`config.mk`:
```
export PLATFORM = sky130hd
export DESIGN_NAME = sdc_field_decode_flat
export DESIGN_NICKNAME = d
export VERILOG_FILES = /design/src/hw/sdc_dec_if.sv /design/src/hw/sdc_field_decode.sv /design/src/flat_wrapper.sv
export VERILOG_INCLUDE_DIRS = /design/src /design/src/hw
export SDC_FILE = /design/constraint.sdc
export NUM_CORES = 1
export LEC_CHECK = 0
export ABC_AREA = 1
export BUFFER_PORTS_ARGS = -buffer_cell sky130_fd_sc_hd__buf_2
export CORE_MARGIN = 8
export CORE_UTILIZATION = 25
export DETAILED_ROUTE_END_ITERATION = 8
export GPL_TIMING_DRIVEN = 0
export PLACE_DENSITY = 0.94
export SLEW_MARGIN = 20
export SYNTH_ARGS = -nofsm -noshare
export SYNTH_HDL_FRONTEND = slang
export SYNTH_SLANG_ARGS = --single-unit
```
`constraint.sdc`:
```
create_clock -name vclk -period 0.95
set_clock_uncertainty 0.2 [all_clocks]
set_input_delay 0.095 -clock vclk [all_inputs]
set_output_delay 0.095 -clock vclk [all_outputs]
set_load 0.005 [all_outputs]
```
`src/hw/sdc_defines.svh`:
```
`ifndef SDC_DEFINES_SVH
`define SDC_DEFINES_SVH

// descriptor layout, bit positions within the 64-bit descriptor
`define SDC_LIM_LO_MSB 15
`define SDC_BASE_LO_LSB 16
`define SDC_BASE_MID_MSB 39
`define SDC_AR_LSB 40
`define SDC_AR_P 47
`define SDC_AR_DPL_MSB 46
`define SDC_AR_DPL_LSB 45
`define SDC_AR_S 44
`define SDC_AR_E 43
`define SDC_AR_B2 42
`define SDC_AR_B1 41
`define SDC_AR_A 40
`define SDC_LIM_HI_LSB 48
`define SDC_LIM_HI_MSB 51
`define SDC_DFLAG 54
`define SDC_GRAN 55
`define SDC_BASE_HI_LSB 56
`define SDC_LEGACY_LSB 48

// limit scaling and stack bounds
`define SDC_PAGE_FILL 12'hfff
`define SDC_TOP_BIG 32'h0fff_ffff
`define SDC_TOP_SMALL 32'h0000_ffff

// exception numbers
`define SDC_VEC_NONE 8'h00
`define SDC_VEC_NP 8'h0b
`define SDC_VEC_GP 8'h0d

// register map
`define SDC_REG_CTRL 8'h00
`define SDC_REG_STAT 8'h04
`define SDC_REG_INT_STAT 8'h08
`define SDC_REG_INT_MASK 8'h0c
`define SDC_REG_LAST_ADDR 8'h10
`define SDC_REG_FAULT_CNT 8'h14

// control fields
`define SDC_CTRL_CHECK 0
`define SDC_CTRL_ABIT 1
`define SDC_CTRL_RST 2'h3

// interrupt status fields
`define SDC_INT_NP 0
`define SDC_INT_GP 1
`define SDC_INT_ACC 2

`endif

```
`src/hw/sdc_dec_if.sv`:
```
`timescale 1ns/1ns
interface sdc_dec_if;
    logic [63:0] desc;
    logic present;
    logic [1:0] descriptor_priv_level;
    logic is_seg;
    logic is_code;
    logic bit2;
    logic bit1;
    logic accessed;
    logic dflag;
    logic legacy;
    logic [31:0] base;
    logic [31:0] limit;

    modport dec (input desc, output present, descriptor_priv_level, is_seg, is_code, bit2, bit1,
        accessed, dflag, legacy, base, limit);
    modport host (output desc, input present, descriptor_priv_level, is_seg, is_code, bit2, bit1,
        accessed, dflag, legacy, base, limit);
endinterface

```
`src/hw/sdc_field_decode.sv`:
```
`timescale 1ns/1ns
`include "sdc_defines.svh"
module sdc_field_decode (
    sdc_dec_if.dec d
);
    logic [19:0] lim20;

    // granular segments fill the low twelve bits so the last page is whole
    function automatic logic [31:0] sdc_scale(input logic [19:0] lim, input logic gran);
        sdc_scale = gran ? {lim, `SDC_PAGE_FILL} : {12'h000, lim};
    endfunction

    assign lim20 = {d.desc[`SDC_LIM_HI_MSB:`SDC_LIM_HI_LSB], d.desc[`SDC_LIM_LO_MSB:0]};
    assign d.present = d.desc[`SDC_AR_P]; // RULE_01
    assign d.descriptor_priv_level = d.desc[`SDC_AR_DPL_MSB:`SDC_AR_DPL_LSB]; // RULE_03
    assign d.is_seg = d.desc[`SDC_AR_S]; // RULE_04
    assign d.is_code = d.desc[`SDC_AR_E]; // RULE_05
    assign d.bit2 = d.desc[`SDC_AR_B2];
    assign d.bit1 = d.desc[`SDC_AR_B1];
    assign d.accessed = d.desc[`SDC_AR_A];
    assign d.dflag = d.desc[`SDC_DFLAG];
    // legacy format only applies to system descriptors
    assign d.legacy = !d.desc[`SDC_AR_S] && (d.desc[63:`SDC_LEGACY_LSB] == 16'h0000); // RULE_16

    always_comb begin
        if (d.legacy) begin
            d.base = {8'h00, d.desc[`SDC_BASE_MID_MSB:`SDC_BASE_LO_LSB]}; // RULE_16
            d.limit = {16'h0000, d.desc[`SDC_LIM_LO_MSB:0]}; // RULE_16
        end else begin
            d.base = {d.desc[63:`SDC_BASE_HI_LSB],
                d.desc[`SDC_BASE_MID_MSB:`SDC_BASE_LO_LSB]}; // RULE_15
            d.limit = sdc_scale(lim20, d.desc[`SDC_GRAN]); // RULE_12 RULE_15
        end
    end
endmodule // sdc_field_decode

```
`src/flat_wrapper.sv`:
```
// flat-port wrapper written by rule: the top's interface ports become plain ports
module sdc_field_decode_flat 
  (d_desc, d_present, d_descriptor_priv_level, d_is_seg, d_is_code, d_bit2, d_bit1, d_accessed, d_dflag, d_legacy, d_base, d_limit);
  sdc_dec_if d_i ();
  input wire logic [$bits(d_i.desc)-1:0] d_desc;
  output wire logic [$bits(d_i.present)-1:0] d_present;
  output wire logic [$bits(d_i.descriptor_priv_level)-1:0] d_descriptor_priv_level;
  output wire logic [$bits(d_i.is_seg)-1:0] d_is_seg;
  output wire logic [$bits(d_i.is_code)-1:0] d_is_code;
  output wire logic [$bits(d_i.bit2)-1:0] d_bit2;
  output wire logic [$bits(d_i.bit1)-1:0] d_bit1;
  output wire logic [$bits(d_i.accessed)-1:0] d_accessed;
  output wire logic [$bits(d_i.dflag)-1:0] d_dflag;
  output wire logic [$bits(d_i.legacy)-1:0] d_legacy;
  output wire logic [$bits(d_i.base)-1:0] d_base;
  output wire logic [$bits(d_i.limit)-1:0] d_limit;
  assign d_i.desc = d_desc;
  assign d_present = d_i.present;
  assign d_descriptor_priv_level = d_i.descriptor_priv_level;
  assign d_is_seg = d_i.is_seg;
  assign d_is_code = d_i.is_code;
  assign d_bit2 = d_i.bit2;
  assign d_bit1 = d_i.bit1;
  assign d_accessed = d_i.accessed;
  assign d_dflag = d_i.dflag;
  assign d_legacy = d_i.legacy;
  assign d_base = d_i.base;
  assign d_limit = d_i.limit;
  sdc_field_decode u_core (.d(d_i));
endmodule
```
### Word level (Yosys, flattened, before mapping)

Index checks and enable logic that the tools add are counted.

* bits in registers: 0
* latch bits: 0
* memory bits (writable): 0
* ROM bits: 0
* bits of input ports: 64
* output and inout port bits: 74
* logic and storage cells: 6
* memories kept: 0

* add/subtract/negate cells: 0
* multiply operators: 0
* divide/modulo/power cells: 0
* order comparisons: 0
* equal/unequal tests: 0
* shifts and indexed selects: 0
* multiplexer cells: 3
* bitwise logic cells: 0
* reductions and logical operators: 3

Operator list (number)
* 2-to-1 mux 32 bit: 3
* logical NOT 16 bit: 1
* logical AND 1 bit: 1
* logical NOT 1 bit: 1

### Depth between registers and ports, before layout

Gate-level depths: netlist of run 1.

* word-level depth: 3
* gate-level depth with buffers: 5
* mapped depth without buffers: 5

### Worst setup path before layout of run 1

OpenSTA, ideal clock, no wires.

* path type: in2out
* start point: input d_desc[53]
* end point: output d_legacy
* arrival: 0.528 ns
* path slack: 0.127 ns
* cell stages on the path: 4
* path buffers: 0
* cell sequence: or2_0 > nor2_1 > nand2_1 > nor2_2

* cells in the longest elaborated chain, start to end: 2

RTL lines
* start, declared: RTL line flat_wrapper.sv:5 `input wire logic [$bits(d_i.desc)-1:0] d_desc;`
* logical NOT 16 bit: RTL line sdc_field_decode.sv:23 `` assign d.legacy = !d.desc[`SDC_AR_S] && (d.desc[63:`SDC_LEGACY_LSB] == 16'h0000); ``
* logical AND 1 bit: RTL line sdc_field_decode.sv:23
* end, declared: RTL line flat_wrapper.sv:14 `output wire logic [$bits(d_i.legacy)-1:0] d_legacy;`

Every way passes these cells.

### Worst setup path in the final report of run 1

Ends and elaborated chain as after synthesis.

==> results.md, run 1 <==
- Initial core utilization: 26.3%
- Port buffer count: 107
- Remaining DRCs: 0
- Vias: 1045
- Core Region: 2480 um2
- Slew Limit Fails: 0
- Min-delay src: d_desc[35]
- FMAX: 993 MHz
- # rows: 18
- Antenna diode instance count: 0
- Final net count: 297
- TritonRoute pass-1 iters: 4
- Crit path time final: 1010 ps
- Min-Delay Path Class: input port to primary output
- CP endpoint kind: primary output
- Net Count, Synth: 184
- Multiplexer area fraction after synthesis: 0%
- Routed vias/inst: 4.00
- Logic gate share of total power: 100.0%
- First-pass GRT wire length: 4510 um
- Max cap viols: 0
- Run status: complete, but fails checks
- RSZ-0062 raised after global routing: true
- Mapped Cells: 120
- Main combinational cell family by area after synthesis: buffers and inverters
- Slew HR: 91.3%
- Xor/xnor share of the synthesized area: 0%
- Avg WL per Cell: 12.8 um
- Failing checks: negative setup slack
- Grt ovf: 0
- Switch share: 39.5%
- CP Data Required Time: 650 ps
- Synth warnings: 0
- Critical path arrival: 710 ps
- Layout Cells excl Fill: 261
- Synth Area in Simple Gates: 29.9%
- Largest net degree at the start of global routing: 11
- Pleak: 0.939 nW
- Clock power share: 0%
- Element type at the critical path start: input port
- Worst Max-Slew Pin Slew: 131 ps
- Setup slack after layout: -56.7 ps
- Slowest CP cell: or2_0
- Power share of the sequential group: 0%
- Hold EP: d_base[19]
- Buf/Inv on CP: 2
- Total GRT Usage: 12.0%
- Hold path cells: 2
- Tcrit/Tclk final: 106%
- Synth-to-Final Area Change: 123%
- Total power: 0.000625 W
- Die Area: 4500 um2
- Crit path max-delay family: simple AND/OR/NAND/NOR gates
- Synth Cell Area: 652 um2
- GPL Wtd Cong: 0.739
- DP HPWL: 2850 um
- Num sequential: 0
- Initial antenna violation count: 0
- Initial drt markers: 18
- # IOs: 138
- Worst-path cell chain: buf_6, or2_0, nor2_1, nand2_1, nor2_2, buf_2
- Synth Area in Adders: 0%
- Synth cell types: 16
- # setup viols final: 14
- Die width: 67.1 um
- Int Pwr: 0.000378 W
- Post-CTS Setup Inserts: 0
- Sequential cell area: 0 um2
- WS Path Type: input port to primary output
- Peak supply drop: 0.278 mV
- Share of layout cells above drive strength 1: 75.3%
- Cell area power density: 430 nW/um2
- Hold Buf Count CTS: 0
- Critical path peak fanout: 1
- Final hold vios: 0
- Antenna Nets Post-Route: 0
- Die height: 67.1 um
- DP Cell Count: 257
- Switching Power: 0.000247 W
- Compound-Gate Fraction of Synth Area: 8.45%
- Crit-path max cell delay: 210 ps
- Number of global-route vias before repair: 1015
- Clock buffers: 0
- Sequential area share after synthesis: 0%
- Mapped Avg Cell Area: 5.43 um2
- Routed WL: 3340 um
==> worst max path at each step <==
stage	endpoint	slack [ps]	start	cells past startpoint
final	d_legacy	-60	d_desc[53]	6
after global routing	d_legacy	-120	d_desc[54]	7
after CTS	d_legacy	-60	d_desc[53]	6
after detailed placement	d_legacy	-80	d_desc[53]	6
after global placement	d_legacy	-80	d_desc[53]	6
after floorplan	d_legacy	130	d_desc[53]	4
==> cells by family after synthesis <==
group / Yosys count
AOI/OAI and AO/OA: 8
buffers and inverters: 66
and+or+nand+nor: 46
==> power groups by stage <==
stage	Sequential [W]	Combinational (W)	Clock, W
2_1_floorplan	0	0.000255	0
3_3_place_gp	0	0.000511	0
3_5_place_dp	0	0.000518	0
4_1_cts	0	0.000587	0
5_1_grt	0	0.000685	0
6_report	0	0.000625	0
==> Yosys cell counts (2+ instances only) <==
| library cell | n | area, um2 |
|---|---|---|
| buf_6 | 2 | 22.5 |
| clkbuf_1 | 8 | 30.0 |
| or2_1 | 5 | 31.3 |
| nor2_1 | 8 | 30.0 |
| o21ai_2 | 4 | 35.0 |
| o21ai_1 | 2 | 10.0 |
| o21ai_0 | 2 | 10.0 |
| buf_4 | 34 | 255 |
| nand2_1 | 29 | 109 |
| inv_1 | 20 | 75.1 |
==> per-layer routing <==
| metal | vias to the layer above | GRT usage [%] | share of wire (%) |
|---|---|---|---|
| li1 | 530 | - | - |
| met1 | 444 | 11.2 | 30 |
| met2 | 71 | 25.1 | 53 |
| met3 | 0 | 4.53 | 17 |
| met4 | 0 | 0 | 0 |
| met5 | - | 0 | 0 |
==> metrics by stage <==
| stage | hold slack (ps) | area [um2] | util, % | setup TNS (ps) | worst slack, ps |
|---|---|---|---|---|---|
| after global routing | 162 | 1450 | 58.6 | -639 | -120 |
| after detailed placement | 160 | 1220 | 49.4 | -1070 | -81.9 |
| after floorplan | 68.8 | 652 | - | 0 | 127 |
| final | 158 | 1450 | 58.6 | -202 | -56.7 |
| after CTS | 160 | 1360 | 54.8 | -144 | -60.1 |
| after global placement | 159 | 1220 | 49.4 | -978 | -80.6 |
==> repair_timing <==
action,CTS,global route
gates resized for setup,25,22
gates cloned,3,1
pin swaps,7,4
endpoints found under the setup margin,23,19
==> cell usage in the layout (no fill, tap or decap) <==
master / instances
clkinv_8: 1
o21ai_2: 4
buf_6: 7
buf_2: 100
or2_0: 1
nand2_2: 6
buf_12: 1
nand2_4: 5
buf_4: 33
o21ai_0: 2
o21ai_1: 2
buf_8: 4
buf_16: 2
and2_0: 1
clkbuf_16: 1
or2_1: 5
nor2_2: 2
clkbuf_1: 8
inv_2: 8
nor2_1: 7
nand4_1: 1
inv_1: 12
nand2_1: 18
==> final cells by class <==
cell class / instances / area, um2
Multi-Input combinational cell: 54 / 305
Fill cell: 245 / 1030
Buffer: 45 / 338
Inverter: 21 / 91.3
Tap cell: 30 / 37.5
Timing Repair Buffer: 111 / 679
(Power assumes the default switching activity.)
==> run 2: changes to the inputs <==
--- a/config.mk
+++ b/config.mk
@@ -6,13 +6,13 @@
 export SDC_FILE = /design/constraint.sdc
 export NUM_CORES = 1
 export LEC_CHECK = 0
-export ABC_AREA = 1
 export BUFFER_PORTS_ARGS = -buffer_cell sky130_fd_sc_hd__buf_2
 export CORE_MARGIN = 8
-export CORE_UTILIZATION = 25
+export CORE_UTILIZATION = 23
 export DETAILED_ROUTE_END_ITERATION = 8
+export GPL_ROUTABILITY_DRIVEN = 0
 export GPL_TIMING_DRIVEN = 0
-export PLACE_DENSITY = 0.94
+export PLACE_DENSITY = 0.93
 export SLEW_MARGIN = 20
 export SYNTH_ARGS = -nofsm -noshare
 export SYNTH_HDL_FRONTEND = slang
==> results.md, run 2 <==
- Run status: complete, but fails checks
- Failing checks: negative setup slack
- Hold EP: d_base[18]
- Die Area: 4400 um2
- Sequential cell area: 0 um2
- Total power: 0.000658 W
- Remaining DRCs: 0
- Synth warnings: 0
- Yosys top cell area share: 43.9%
- Clock power share: 0%
- DP HPWL: 2770 um
- CP Data Required Time: 650 ps
- Ranking of synthesized cells by area: buf_4 44%, mux2_2 15%, and2_1 13%
- Hold path cells: 2
- Initial antenna violation count: 0
- Fillers: 218
- Power share of the sequential group: 0%
- Worst Max-Slew Pin Slew: 196 ps
- Hold Slack: 158 ps
- Peak supply drop: 0.271 mV
- Min-Delay Path Class: input port to primary output
- Most frequent cell after synthesis: buf_4
- Crit path time final: 1240 ps
- Post-CTS Setup Inserts: 0
- Total GRT Usage: 12.8%
- Largest net degree at the start of global routing: 11
- Die width: 66.3 um
- TNS Setup: -1350 ps
- WS Path Type: input port to primary output
- Antenna diode instance count: 0
- Core Region: 2430 um2
- Commonest non-fill, non-tap cell in the layout: buf_2
- Initial core utilization: 23.9%
- Cell accounting for the most synthesized area: buf_4
- Setup slack after layout: -290 ps
- CP endpoint kind: primary output
- Slew HR: 86.8%
- Die height: 66.3 um
- First-pass GRT wire length: 4700 um
- Synth-to-Final Area Change: 151%
- Port buffer count: 107
- Antenna Nets Post-Route: 0
- Pleak: 0.838 nW
- TritonRoute pass-1 iters: 2
- # rows: 18
- # IOs: 138
- Min-delay src: d_desc[34]
- Routed vias/inst: 4.17
- Mapped Cells: 82
- Sequential area share after synthesis: 0%
- Multi-input gate area: 378 um2
- Max cap viols: 0
- Share of layout cells above drive strength 1: 88.5%
- Vias: 922
- Switching Power: 0.000220 W
- Most frequent cells in the layout: 83 x buf_2, 33 x buf_4, 23 x buf_6, 12 x and2_1, 12 x or2_4
- FMAX: 806 MHz
- Synth Cell Area: 582 um2
- Synth cell types: 10
- Clock buffers: 0
- Logic gate share of total power: 100.0%
- Slew Limit Fails: 0
- Avg WL per Cell: 15.3 um
- Switch share: 33.5%
- Int Pwr: 0.000438 W
- Critical path arrival: 950 ps
- Final net count: 257
- RSZ-0062 raised after global routing: true
- Number of global-route vias before repair: 1003
- Tcrit/Tclk final: 131%
- Element type at the critical path start: input port
- Final hold vios: 0
- Initial drt markers: 10
- Mapped Avg Cell Area: 7.10 um2
- # setup viols final: 19
- Critical path peak fanout: 2
- Net Count, Synth: 146
- Synth cell count leaders: 34 x buf_4, 12 x and2_1, 12 x or2_2, 9 x clkbuf_1, 8 x mux2_2
- Routed WL: 3380 um
- Cell area power density: 450 nW/um2
- Num sequential: 0
- Grt ovf: 0
run 2: layout make-up:
| cell class | instances | share of cell area, % |
|---|---|---|
| repair buffers | 109 | 49.8 |
| multi-input cells | 38 | 25.8 |
| plain buffers | 44 | 21.8 |
| well taps | 30 | 2.57 |
run 2: worst max path at each step:
stage / start / end / slack [ps] / cells past startpoint
floorplan: d_desc[60] / d_legacy / 20 / 3
global placement: d_desc[56] / d_legacy / -370 / 5
detailed placement: d_desc[56] / d_legacy / -370 / 5
CTS: d_desc[60] / d_legacy / -310 / 5
global route: d_desc[60] / d_legacy / -390 / 5
finish: d_desc[56] / d_legacy / -290 / 5
run 2: kinds of logic after synthesis:
family,count (synthesis),synth area share [%]
buffers and inverters,44,50.5
multiplexers,8,15.5
AND/OR/NAND/NOR,30,34.0
run 2: power by group through the flow:
stage | Combinational (W) | Sequential, W | Clock (W)
detailed placement | 0.000496 | 0 | 0
global route | 0.000709 | 0 | 0
CTS | 0.000642 | 0 | 0
global placement | 0.000487 | 0 | 0
finish | 0.000658 | 0 | 0
floorplan | 0.000231 | 0 | 0
run 2: critical path: stages:
cell and delay, ps:
buf_6 100, nor4_4 260, nand4_1 170, nor4_2 170, buf_2 150
run 2: per-stage QoR:
step                      util (%)  cell area [um2]  worst slack [ps]  instances
after floorplan                  -              582              21.8         82
after global placement        47.5             1150              -369        219
after detailed placement      47.5             1150              -368        219
after CTS                     58.6             1430              -306        221
after global routing          60.1             1460              -385        221
final                         60.1             1460              -290        221
run 2: layer usage:
metal / part of all wire, % / vias up / global-route usage, %
met3: 17 / 0 / 5.93
met1: 34 / 402 / 12.7
li1: - / 440 / -
met4: 0 / 0 / 0
met2: 49 / 80 / 24.7
met5: 0 / - / 0
run 2: repair_timing:
action                     in CTS  in global routing
hold buffers                    0                  0
setup endpoints to repair      33                 27
pin swaps                       7                  5
gates resized for setup        56                  9
gates cloned                    2                  0
==> run 3: changes to the inputs <==
==> constraint.sdc (replaced) <==
create_clock -name vclk -period 0.95
set_clock_uncertainty 0.2 [all_clocks]
set_input_delay 0.1425 -clock vclk [all_inputs]
set_output_delay 0.1425 -clock vclk [all_outputs]
set_load 0.005 [all_outputs]
==> results.md, run 3 (synthesis results as in run 2) <==
- Num sequential: 0
- Min-Delay Path Class: input port to primary output
- Final core utilization: 66.7%
- Tcrit/Tclk final: 137%
- # IOs: 138
- Hold EP: d_base[21]
- Setup slack after layout: -351 ps
- Total power: 0.000752 W
- # rows: 18
- Min-delay src: d_desc[37]
- Multi-input gate area: 405 um2
- TritonRoute pass-1 iters: 2
- Post-placement setup slack: -436 ps
- Max cap viols: 0
- Crit path max-delay family: simple AND/OR/NAND/NOR gates
- Pleak: 0.902 nW
- Synth-to-Final Area Change: 179%
- Routed WL: 3730 um
- Failing checks: negative setup slack
- Sequential cell area: 0 um2
- Antenna diode instance count: 0
- Element type at the critical path start: input port
- Total GRT Usage: 14.5%
- Fillers: 210
- CP Launch Point: d_desc[53]
- Peak supply drop: 0.336 mV
- Critical path depth: 5
- Clock buffers: 0
- Initial drt markers: 1
- Remaining DRCs: 0
- Initial core utilization: 23.9%
- WS Path Type: input port to primary output
- Hold Buf Count CTS: 0
- Antenna Nets Post-Route: 0
- Critical path arrival: 960 ps
- Initial antenna violation count: 0
- Placed Instance Area: 1170 um2
- Crit path time final: 1300 ps
- Cell area power density: 464 nW/um2
- Worst-path cell chain: buf_6, nor4_4, nand4_1, nor4_2, buf_2
- Slew HR: 85.4%
- Die Area: 4400 um2
- Vias: 967
- Most frequent cells in the layout: 70 x buf_2, 38 x buf_6, 33 x buf_4, 12 x or2_4, 11 x and2_4
- CP Data Required Time: 610 ps
- Final hold vios: 0
- Grt ovf: 0
- Hold path cells: 2
- Port buffer count: 107
- Die height: 66.3 um
- Final cell area excluding filler cells: 1620 um2
- Hold Slack: 252 ps
- Buf/Inv on CP: 2
- FMAX: 769 MHz
- Routed vias/inst: 4.32
- Share of layout cells above drive strength 1: 94.3%
- Slowest CP cell: nor4_4
- RSZ-0062 raised after global routing: true
- Final net count: 260
- Crit-path max cell delay: 280 ps
- Run status: complete, but fails checks
- CP endpoint kind: primary output
- Commonest non-fill, non-tap cell in the layout: buf_2
- # setup viols final: 33
- Slew Limit Fails: 0
- Worst Max-Slew Pin Slew: 217 ps
- Die width: 66.3 um
- First-pass GRT wire length: 5240 um
- Avg WL per Cell: 16.6 um
- Critical path peak fanout: 1
- Largest net degree at the start of global routing: 7
- Core Region: 2430 um2
- Number of global-route vias before repair: 1112
-- run 3: worst max-delay path by stage --
stage	to	slack [ps]
3_3_place_gp	d_legacy	-430
2_1_floorplan	d_legacy	-70
5_1_grt	d_legacy	-450
4_1_cts	d_legacy	-370
6_report	d_legacy	-350
3_5_place_dp	d_legacy	-440
-- run 3: final cells by class --
cell class | instances | share of cell area, %
repair buffers | 113 | 53.9
multi-input cells | 38 | 25.0
plain buffers | 43 | 18.7
well taps | 30 | 2.31
-- run 3: stage by stage --
stage	std cells	TNS, ps
after floorplan	82	-73.2
after global placement	219	-8930
after detailed placement	219	-8880
after CTS	225	-6220
after global routing	224	-6000
final	224	-5490
-- run 3: report_power, final --
group / switching [W] / total, W / internal (W)
sequential: 0 / 0 / 0
clock: 0 / 0 / 0
combinational: 0.000242 / 0.000752 / 0.000510
-- run 3: layer usage --
layer  wire, um  GRT usage, %  vias up
met1       1110          13.0      438
met4         21          1.07        0
met3        606          7.97        2
met2       1990          28.3       82
li1           -             -      445
met5          0             0        -
-- run 3: timing repair --
| item | in CTS | in global routing |
|---|---|---|
| endpoints found under the setup margin | 33 | 33 |
| gates cloned | 3 | 0 |
| buffers inserted | 3 | 1 |
| gates resized for setup | 78 | 14 |
| pin swaps | 14 | 1 |
